`config.mk`:
```
export PLATFORM = sky130hd
export DESIGN_NAME = adcsp_port
export DESIGN_NICKNAME = d
export VERILOG_FILES = /design/src/adcsp_sync.sv /design/src/adcsp_port.sv
export SDC_FILE = /design/constraint.sdc
export NUM_CORES = 1
export LEC_CHECK = 0
export BUFFER_PORTS_ARGS = -buffer_cell sky130_fd_sc_hd__buf_2
export CAP_MARGIN = 20
export CORE_ASPECT_RATIO = 0.7
export CORE_MARGIN = 3
export CORE_UTILIZATION = 60
export CTS_CLUSTER_SIZE = 20
export DETAILED_ROUTE_END_ITERATION = 7
export HOLD_SLACK_MARGIN = 0.15
export PLACE_DENSITY = 0.91
export SKIP_LAST_GASP = 1
export SLEW_MARGIN = 20
export SYNTH_ARGS = -nofsm -noshare
export SYNTH_HDL_FRONTEND = slang
export SYNTH_HIERARCHICAL = 1
export SYNTH_SLANG_ARGS = --single-unit
```
`constraint.sdc`:
```
create_clock -name mclk -period 4.05 [get_ports mclk]
set_input_delay 0.2025 -clock mclk [delete_from_list [all_inputs] [get_ports mclk]]
set_output_delay 0.2025 -clock mclk [all_outputs]
set_load 0.03 [all_outputs]
```
`src/adcsp_sync.sv`:
```
// Purpose: shared constants of the differential serial port, plus a two-stage synchroniser
// Assumes: everything runs on mclk; pin inputs arrive asynchronously
// Notes:   the first stage of the synchroniser is read by the second stage only
`timescale 1ns/100ps
`default_nettype none

package adcsp_pkg;
    localparam int          WORD_W     = 8;        // control word length
    localparam int          RES_W      = 16;       // conversion result length
    localparam int          FRAME_W    = 24;       // result plus configuration byte
    localparam int          SYNC_W     = 4;        // strap, select, clock, data
    localparam int          HDR_HI     = 7;        // header field, top bit
    localparam int          HDR_LO     = 6;        // header field, low bit
    localparam int          CH_HI      = 5;        // channel field, top bit
    localparam int          CH_LO      = 3;        // channel field, low bit
    localparam int          RNG_HI     = 2;        // range field, top bit
    localparam int          RNG_SPAN   = 2;        // range bit: 2.5x versus 1.25x span
    localparam int          RNG_BIP    = 1;        // range bit: bipolar versus unipolar
    localparam int          RNG_FULL   = 0;        // range bit: cleared divides by 1.024
    localparam logic [1:0]  HDR_VAL    = 2'h2;     // fixed header pattern 10
    localparam logic [1:0]  CFG_PAD    = 2'h0;     // pad bits ahead of channel in frame
    localparam logic [2:0]  CNT_LAST   = 3'h7;     // last bit index of a control word
    localparam logic [2:0]  CNT_ONE    = 3'h1;     // bit counter step
    localparam logic [7:0]  WORD_ZERO  = 8'h00;    // all-zero word: run the sequence
endpackage

// two flip-flops per bit; the output is the only thing logic may read
module adcsp_sync #(
    parameter int W = 1
) (
    // clock and reset
    input  wire  logic         mclk,
    input  wire  logic         reset_n,
    // asynchronous in, synchronous out
    input  wire  logic [W-1:0] async_i,
    output var   logic [W-1:0] sync_o
);
    logic [W-1:0] meta_q;   // first stage, read only by the second

    // plain double register, reset to zero
    always_ff @(posedge mclk or negedge reset_n) begin
        if (!reset_n) begin
            meta_q <= '0;
            sync_o <= '0;
        end else begin
            meta_q <= async_i;
            sync_o <= meta_q;
        end
    end
endmodule

`default_nettype wire

```
`src/adcsp_port.sv`:
```
// Purpose: differential double-data-rate serial port of a multiplexed converter
// Assumes: mclk at 100 MHz oversamples the shift clock (80 ns period in the bench)
// Notes:   both clock edges move data; the strap is caught once after reset
// Notes on behaviour
// - capture input bit on both clock edges
// - launch output bit on both clock edges
// - stream latest result with its channel configuration
// - forward shift clock aligned with output data
// - port works only while select is low
// - select high: outputs go high impedance
// - select gates the incoming shift clock
// - terminations on only while select low
// - single-ended input off in differential mode, ignored
// - range is a three-bit code, eight values
// - range bits: span, polarity, 1.024 divide
// - bipolar twos complement, unipolar straight binary
// - mode strap high selects differential mode
// - all-zero word continues the programmed sequence
`timescale 1ns/100ps
`default_nettype none

module adcsp_port
    import adcsp_pkg::*;
(
    // clock and reset
    input  wire  logic              mclk,
    input  wire  logic              reset_n,
    // pins from the host
    input  wire  logic              cs_n_pin,
    input  wire  logic              diff_shift_clock_in,
    input  wire  logic              diff_serial_in,
    input  wire  logic              io_mode_strap,
    // pins to the host, enables low while driving
    output logic                    diff_serial_out,
    output logic                    diff_serial_out_oe_n,
    output logic                    diff_forwarded_clock_out,
    output logic                    diff_forwarded_clock_oe_n,
    output logic                    term_enable,
    output logic                    single_ended_in_enable,
    // converter core side
    input  wire  logic              result_valid,
    input  wire  logic [RES_W-1:0]  result_raw,
    input  wire  logic [2:0]        result_channel,
    input  wire  logic [2:0]        result_range,
    // decoded control towards the multiplexer and sequencer
    output logic [WORD_W-1:0]       ctrl_word,
    output logic                    ctrl_valid,
    output logic                    seq_next,
    output logic [2:0]              ctrl_channel,
    output logic [2:0]              ctrl_range,
    output logic                    span_large,
    output logic                    span_bipolar,
    output logic                    span_full
);
    // whole module state
    typedef struct packed {
        logic               mode_done;   // strap has been caught
        logic [1:0]         arm;         // ones shift in after reset: strap sync settled
        logic               diff_mode;   // differential mode selected
        logic               sck_prev;    // last seen shift clock level
        logic               cs_prev;     // last seen select level
        logic [WORD_W-1:0]  rx_sh;       // incoming word shifter
        logic [2:0]         rx_cnt;      // bits of current word
        logic [FRAME_W-1:0] tx_sh;       // outgoing frame shifter
        logic               sdo;         // output data bit
        logic               sdo_oe_n;    // output data enable
        logic               sck_out;     // forwarded clock
        logic               sck_oe_n;    // forwarded clock enable
        logic               term;        // termination switch
        logic               se_en;       // single-ended input enable
        logic [WORD_W-1:0]  word;        // last decoded control word
        logic               wvalid;      // pulse: new control word
        logic               seq;         // pulse: all-zero word seen
        logic               span_l;      // 2.5x span selected
        logic               bip;         // bipolar selected
        logic               full;        // undivided span selected
        logic [RES_W-1:0]   res_word;    // formatted latest result
        logic [WORD_W-1:0]  res_cfg;     // its configuration byte
    } adcsp_state_t;

    adcsp_state_t st_q;     // registered state
    adcsp_state_t st_d;     // next state
    logic [SYNC_W-1:0] sync_s;   // synchronised pins
    logic strap_s;          // synchronised strap
    logic cs_n_s;           // synchronised select
    logic sck_s;            // synchronised shift clock
    logic sdi_s;            // synchronised data in
    logic active;           // port enabled this cycle
    logic edge_seen;        // either shift clock edge, gated
    logic [WORD_W-1:0] rx_next;  // word with the new bit in
    logic [FRAME_W-1:0] frame;   // frame ready to load

    // all pins cross into mclk together so data and clock stay coherent
    adcsp_sync #(.W(SYNC_W)) u_sync (
        .mclk    (mclk),
        .reset_n (reset_n),
        .async_i ({io_mode_strap, cs_n_pin, diff_shift_clock_in, diff_serial_in}),
        .sync_o  (sync_s)
    );
    assign {strap_s, cs_n_s, sck_s, sdi_s} = sync_s;

    // select low in differential mode opens the port
    assign active    = st_q.diff_mode && !cs_n_s;
    // edges while select is high never reach the shifters
    assign edge_seen = active && !st_q.cs_prev && (sck_s != st_q.sck_prev);
    assign rx_next   = {st_q.rx_sh[WORD_W-2:0], sdi_s};
    assign frame     = {st_q.res_word, st_q.res_cfg};

    // next-state logic
    always_comb begin
        st_d          = st_q;
        st_d.wvalid   = 1'b0;
        st_d.seq      = 1'b0;
        st_d.sck_prev = sck_s;
        st_d.cs_prev  = cs_n_s;
        // strap read once, never again; wait until the synchroniser shows the pin
        // and not its own reset value, or the port would never open
        st_d.arm = {st_q.arm[0], 1'b1};
        if (!st_q.mode_done && st_q.arm[1]) begin
            st_d.mode_done = 1'b1;
            st_d.diff_mode = strap_s;
        end
        // single-ended pin unused in differential mode
        st_d.se_en = st_q.mode_done && !st_q.diff_mode;
        // keep only the newest result; straight binary from the core
        if (result_valid) begin
            // flip msb for bipolar codes to get twos complement
            st_d.res_word = result_range[RNG_BIP]
                          ? {~result_raw[RES_W-1], result_raw[RES_W-2:0]}
                          : result_raw;
            st_d.res_cfg  = {CFG_PAD, result_channel, result_range};
        end
        if (!active) begin
            // port closed: release pins, terminations off
            st_d.sdo_oe_n = 1'b1;
            st_d.sck_oe_n = 1'b1;
            st_d.sck_out  = 1'b0;
            st_d.sdo      = 1'b0;
            st_d.term     = 1'b0;
            st_d.rx_cnt   = '0;
        end else begin
            st_d.sdo_oe_n = 1'b0;
            st_d.sck_oe_n = 1'b0;
            st_d.term     = 1'b1;
            // forwarded clock moves in the same cycle as the data
            st_d.sck_out  = sck_s;
            if (st_q.cs_prev) begin
                // frame start: first bit out before any clock edge
                st_d.sdo   = frame[FRAME_W-1];
                st_d.tx_sh = {frame[FRAME_W-2:0], 1'b0};
            end else if (edge_seen) begin
                // rising or falling alike
                st_d.rx_sh  = rx_next;
                st_d.rx_cnt = st_q.rx_cnt + CNT_ONE;
                st_d.sdo    = st_q.tx_sh[FRAME_W-1];
                st_d.tx_sh  = {st_q.tx_sh[FRAME_W-2:0], 1'b0};
                // msb first, word complete on eighth bit
                if (st_q.rx_cnt == CNT_LAST) begin
                    if (rx_next == WORD_ZERO) begin
                        st_d.seq = 1'b1;
                    end else if (rx_next[HDR_HI:HDR_LO] == HDR_VAL) begin
                        st_d.word   = rx_next;
                        st_d.wvalid = 1'b1;
                        st_d.span_l = rx_next[RNG_SPAN];
                        st_d.bip    = rx_next[RNG_BIP];
                        st_d.full   = rx_next[RNG_FULL];
                    end
                end
            end
        end
    end

    // single state register, constants only under reset
    always_ff @(posedge mclk or negedge reset_n) begin
        if (!reset_n) begin
            st_q          <= '0;
            st_q.sdo_oe_n <= 1'b1;
            st_q.sck_oe_n <= 1'b1;
            st_q.cs_prev  <= 1'b1;
        end else begin
            st_q <= st_d;
        end
    end

    // every output straight from the state register
    assign diff_serial_out           = st_q.sdo;
    assign diff_serial_out_oe_n      = st_q.sdo_oe_n;
    assign diff_forwarded_clock_out  = st_q.sck_out;
    assign diff_forwarded_clock_oe_n = st_q.sck_oe_n;
    assign term_enable               = st_q.term;
    assign single_ended_in_enable    = st_q.se_en;
    assign ctrl_word                 = st_q.word;
    assign ctrl_valid                = st_q.wvalid;
    assign seq_next                  = st_q.seq;
    assign ctrl_channel              = st_q.word[CH_HI:CH_LO];
    assign ctrl_range                = st_q.word[RNG_HI:0];
    assign span_large                = st_q.span_l;
    assign span_bipolar              = st_q.bip;
    assign span_full                 = st_q.full;
endmodule

`default_nettype wire

```
==> impl_summary.log <==
[metrics] wire length of the first global-routing pass: between 9 and 10 mm
[metrics] worst setup path start: st_q[78]
[metrics] mean instance size in the synthesized netlist: 15.2 sq um
[metrics] total power divided by cell area: 467 nW/um^2
[metrics] biggest cell delay along the critical path: 0.94 ns
[metrics] run status: completed
[metrics] share of the synthesized area in the top cell type: 0.599
[metrics] CTS clock-pin slew for the worst setup and hold paths: 0.08 ns
[metrics] Net Sw Frac: 0.255
[metrics] fraction of synthesized cell area in xor and xnor cells: 0.0121
[metrics] number of enable-type register cells in the synthesized netlist: 0
[metrics] Std-Cell Core Area: 5370 sq um
[metrics] area of the mapped netlist: 3420 sq um
[metrics] Max-Slew Margin vs Limit: 0.518
[metrics] highest achievable clock rate: around 0.42 GHz
[metrics] number of buffers inserted during clock tree synthesis: 9
[metrics] Post-Synth Adder-Cell Area: 0.00731
[metrics] Synth Flop Type: sky130_fd_sc_hd__dfrtp_1
[metrics] data arrival time of the critical path: between 2 and 3 ns
[metrics] Max H-tree Level: 3
[metrics] combinational power share: 0.163
[metrics] number of synthesized register bits: 84
[metrics] count of cell types in the netlist: 36
[metrics] kind of critical path: flop to flop
[metrics] GR Overflow Total: 0
[metrics] crit-path max FO: 29
[metrics] combinational family with the most area after synthesis: multiplexers
[metrics] transition time at the pin with the least slew margin: 0.724 ns
[metrics] initial drt markers: 90
[metrics] via count of the first global-routing pass: 2032
[metrics] Top delay family on crit path: flip-flops
[metrics] setup repair after global routing missed its margin: no
[metrics] clock period minus worst slack: 2.36 ns
[metrics] count of buffering cells on the critical path with inverters included: 1
[metrics] simple-gate share of the synthesized area: 0.0427
[metrics] Die Span X: between 90 and 100 microns
[metrics] detailed-route DRC error count: 0
[metrics] Yosys Warn Count: 6
[metrics] port buffer count: 53
[metrics] standard-cell row count: 22
[metrics] compound-cell area share of the yosys netlist: 0.0263
[metrics] TritonCTS clock tree: built
[metrics] leakage power: 0.00192 uW
[metrics] setup TNS: 0 ns
[metrics] Worst Setup Start Kind: flop
[metrics] final wirelength: 5.77 mm
[metrics] final number of max-transition violations: 0
[metrics] iteration count of the initial detailed-routing pass: 4
[metrics] Net Count, Synth: 256
[metrics] number of diodes added for antenna fixing: 0
[metrics] Peak supply drop: roughly 220 uV
[metrics] antenna violations before repair: 0
[metrics] fraction of met2 tracks used by global routing: 0.306
[metrics] IO Count: 54
[metrics] launch instance of the worst register-to-register path: st_q[78]
[metrics] commonest cells in the netlist: 82 x sky130_fd_sc_hd__dfrtp_1, 74 x sky130_fd_sc_hd__mux2_2, 18 x sky130_fd_sc_hd__buf_4
[metrics] portion of the clock cycle consumed by the worst path in the final layout: 0.582
[metrics] Gates resized, CTS repair: 0
[metrics] number of failing hold endpoints at the final stage: 0
[metrics] CTS max path bufs: 2
[metrics] final-stage net count: 323
[metrics] portion of netlist area occupied by mux cells: 0.247
[metrics] die area: 6660 sq um
[metrics] worst-path cell chain: inv_1, a21oi_4, mux2_2
[metrics] Post-Synthesis Cells: 225
[metrics] GR peak layer: met2
[metrics] met1 track demand over resource: 0.253
[metrics] leading area contributor after synthesis: sky130_fd_sc_hd__dfrtp_1
[metrics] number of setup violations in the final report: 0
[metrics] global placement routability congestion: between 0.7 and 0.8
[metrics] Area Overhead vs Synth: 18.3%
[metrics] met3 Usage GRT: 0.0683
[metrics] via density per instance: around 5.2
[metrics] CTS Sinks: 84
[metrics] setup skew after layout: 0.00571 ns
[metrics] end-of-flow core utilization: 0.755
[metrics] part of the power in the clock network: 0.260
[metrics] HP Class: input pin to flop
[metrics] most repeated cell in the gate-level netlist after synthesis: sky130_fd_sc_hd__dfrtp_1
[metrics] die boundary height: 69.2 microns
[metrics] Internal Dissipation: 1410 uW
[metrics] clock latency on the worst-skew pair: about 0.35 ns
[metrics] proportion of power drawn by flip-flops and latches: 0.577
[metrics] CTS Root Cell: sky130_fd_sc_hd__clkbuf_8
[metrics] proportion of register bits with asynchronous set or reset after synthesis: 1.00
[metrics] sum of net half-perimeters after detailed placement: 3.60 mm
[metrics] endpoint kind of the worst setup timing path: flop
[metrics] routed len/inst: 15.6 microns
[metrics] dominant cells by area after synthesis: sky130_fd_sc_hd__dfrtp_1 60%, sky130_fd_sc_hd__mux2_2 24%, sky130_fd_sc_hd__buf_4 3.9%
[metrics] largest net degree at the start of global routing: 85
[metrics] total number of vias: 1917
[metrics] Critical-path top delay cell: sky130_fd_sc_hd__dfstp_2
[metrics] all-layer global routing usage: 0.195
[metrics] ratio of cells with drive above 1 in the final layout: 0.515
[metrics] Critical Path RT: between 4 and 5 ns
[metrics] hold wc startpoint: result_raw[15]
[metrics] share of the yosys chip area belonging to registers: 0.615
[metrics] post-route ant nets: 0
[metrics] Initial Util: 0.638
[metrics] reported net switching power: 482 uW
[metrics] # Max-Cap Violations: 0
layout make-up:
type	count	area, sq um
clock buffer	13	139
clock inverter	3	15.0
fill	362	1320
inverter	3	11.3
multi-input combinational	115	1160
sequential	84	2100
tap	72	90.1
timing repair buffer	79	532
final timing paths:
check                      cells past startpoint          endpoint  slack (ns)
min in group asynchronous                      2      ctrl_word[6]        0.46
min reg2reg                                    0  u_sync/sync_o[3]        0.35
max reg2reg                                    3          st_q[47]        1.69
max in group asynchronous                      2         frame[18]        3.10
min                                            3         frame[23]        0.19
max                                            3          st_q[47]        1.69
flip-flops by register name, summed over array words and instances (netlist names), 4 cells and up:
| signal | count |
|---|---|
| u_sync/meta_q | 4 |
| rx_next | 7 |
| st_q | 31 |
| u_sync/sync_o | 4 |
| frame | 22 |
| ctrl_word | 8 |
routing by layer:
layer / vias up / wire (microns)
met5: - / 0
li1: 907 / -
met1: 955 / 2580
met2: 49 / 2840
met4: 0 / 42
met3: 6 / 304
kinds of logic after synthesis:
logic type               count (synthesis)
buffers and inverters                   26
XOR/XNOR                                 3
AO/OA/AOI/OAI                           14
flip-flops                              84
AND/OR/NAND/NOR                         20
adder cells (fa/ha/maj)                  2
multiplexers                            75
other                                    1
placed cells by master (no fill, tap or decap):
cell                            Yosys  routed
sky130_fd_sc_hd__o21ai_0            5       5
sky130_fd_sc_hd__dfstp_2            2       2
sky130_fd_sc_hd__nor2_1             1       1
sky130_fd_sc_hd__a32o_1             1       1
sky130_fd_sc_hd__dlygate4sd3_1      0      26
sky130_fd_sc_hd__a22o_2             2       2
sky130_fd_sc_hd__nor4_1             1       1
sky130_fd_sc_hd__a21oi_4            0       1
sky130_fd_sc_hd__buf_2              2      52
sky130_fd_sc_hd__xnor2_1            1       1
sky130_fd_sc_hd__dfrtp_1           82      82
sky130_fd_sc_hd__buf_6              0       1
sky130_fd_sc_hd__and4_2             1       1
sky130_fd_sc_hd__clkbuf_8           0       9
sky130_fd_sc_hd__or3_2              1       1
sky130_fd_sc_hd__xor2_2             1       1
sky130_fd_sc_hd__mux2_2            74      74
sky130_fd_sc_hd__mux2_1             1       1
sky130_fd_sc_hd__nor3_4             1       1
sky130_fd_sc_hd__nand3_1            2       2
sky130_fd_sc_hd__xnor2_2            1       1
sky130_fd_sc_hd__nor2b_1            4       4
sky130_fd_sc_hd__and2_2             1       1
sky130_fd_sc_hd__nand2_1            2       2
sky130_fd_sc_hd__and2b_1            1       1
sky130_fd_sc_hd__inv_2              1       1
sky130_fd_sc_hd__a21oi_1            4       4
sky130_fd_sc_hd__and2_1             1       1
sky130_fd_sc_hd__clkbuf_1           2       4
sky130_fd_sc_hd__nand2b_1           1       1
sky130_fd_sc_hd__or2_2              1       1
sky130_fd_sc_hd__nand4_4            1       1
sky130_fd_sc_hd__ha_1               2       2
sky130_fd_sc_hd__a31oi_1            1       1
sky130_fd_sc_hd__conb_1             1       1
sky130_fd_sc_hd__nor3_1             1       1
sky130_fd_sc_hd__inv_1              2       2
sky130_fd_sc_hd__clkinv_2           0       3
power groups by stage:
stage,combinational [uW],sequential [uW],clock (uW)
floorplan,226,1070,0
global placement,271,1090,0
detailed placement,289,1100,0
CTS,312,1090,507
global route,341,1110,544
finish,309,1090,491
metrics by stage:
step                cells  setup WS, ns  power (uW)  cell area (sq um)  hold WS (ns)
CTS                   369          1.37        1910               4040         0.172
detailed placement    327          1.38        1390               3620         0.312
global placement      327          1.50        1360               3620         0.312
global route          369          1.55        2000               4050         0.183
floorplan             225          2.38        1300               3420       -0.0931
finish                369          1.69        1890               4050         0.191
worst register-to-register path, cell delays in order (launching register included):
cell and delay (ns):
sky130_fd_sc_hd__dfstp_2 0.94, sky130_fd_sc_hd__inv_1 0.28, sky130_fd_sc_hd__a21oi_4 0.60, sky130_fd_sc_hd__mux2_2 0.42
repair_timing:
item / CTS / global route
hold buffers: 26 / 0
buffers inserted: 0 / 0
endpoints found under the hold margin: 107 / 0
Note: power is estimated with default switching activity, not from simulation.
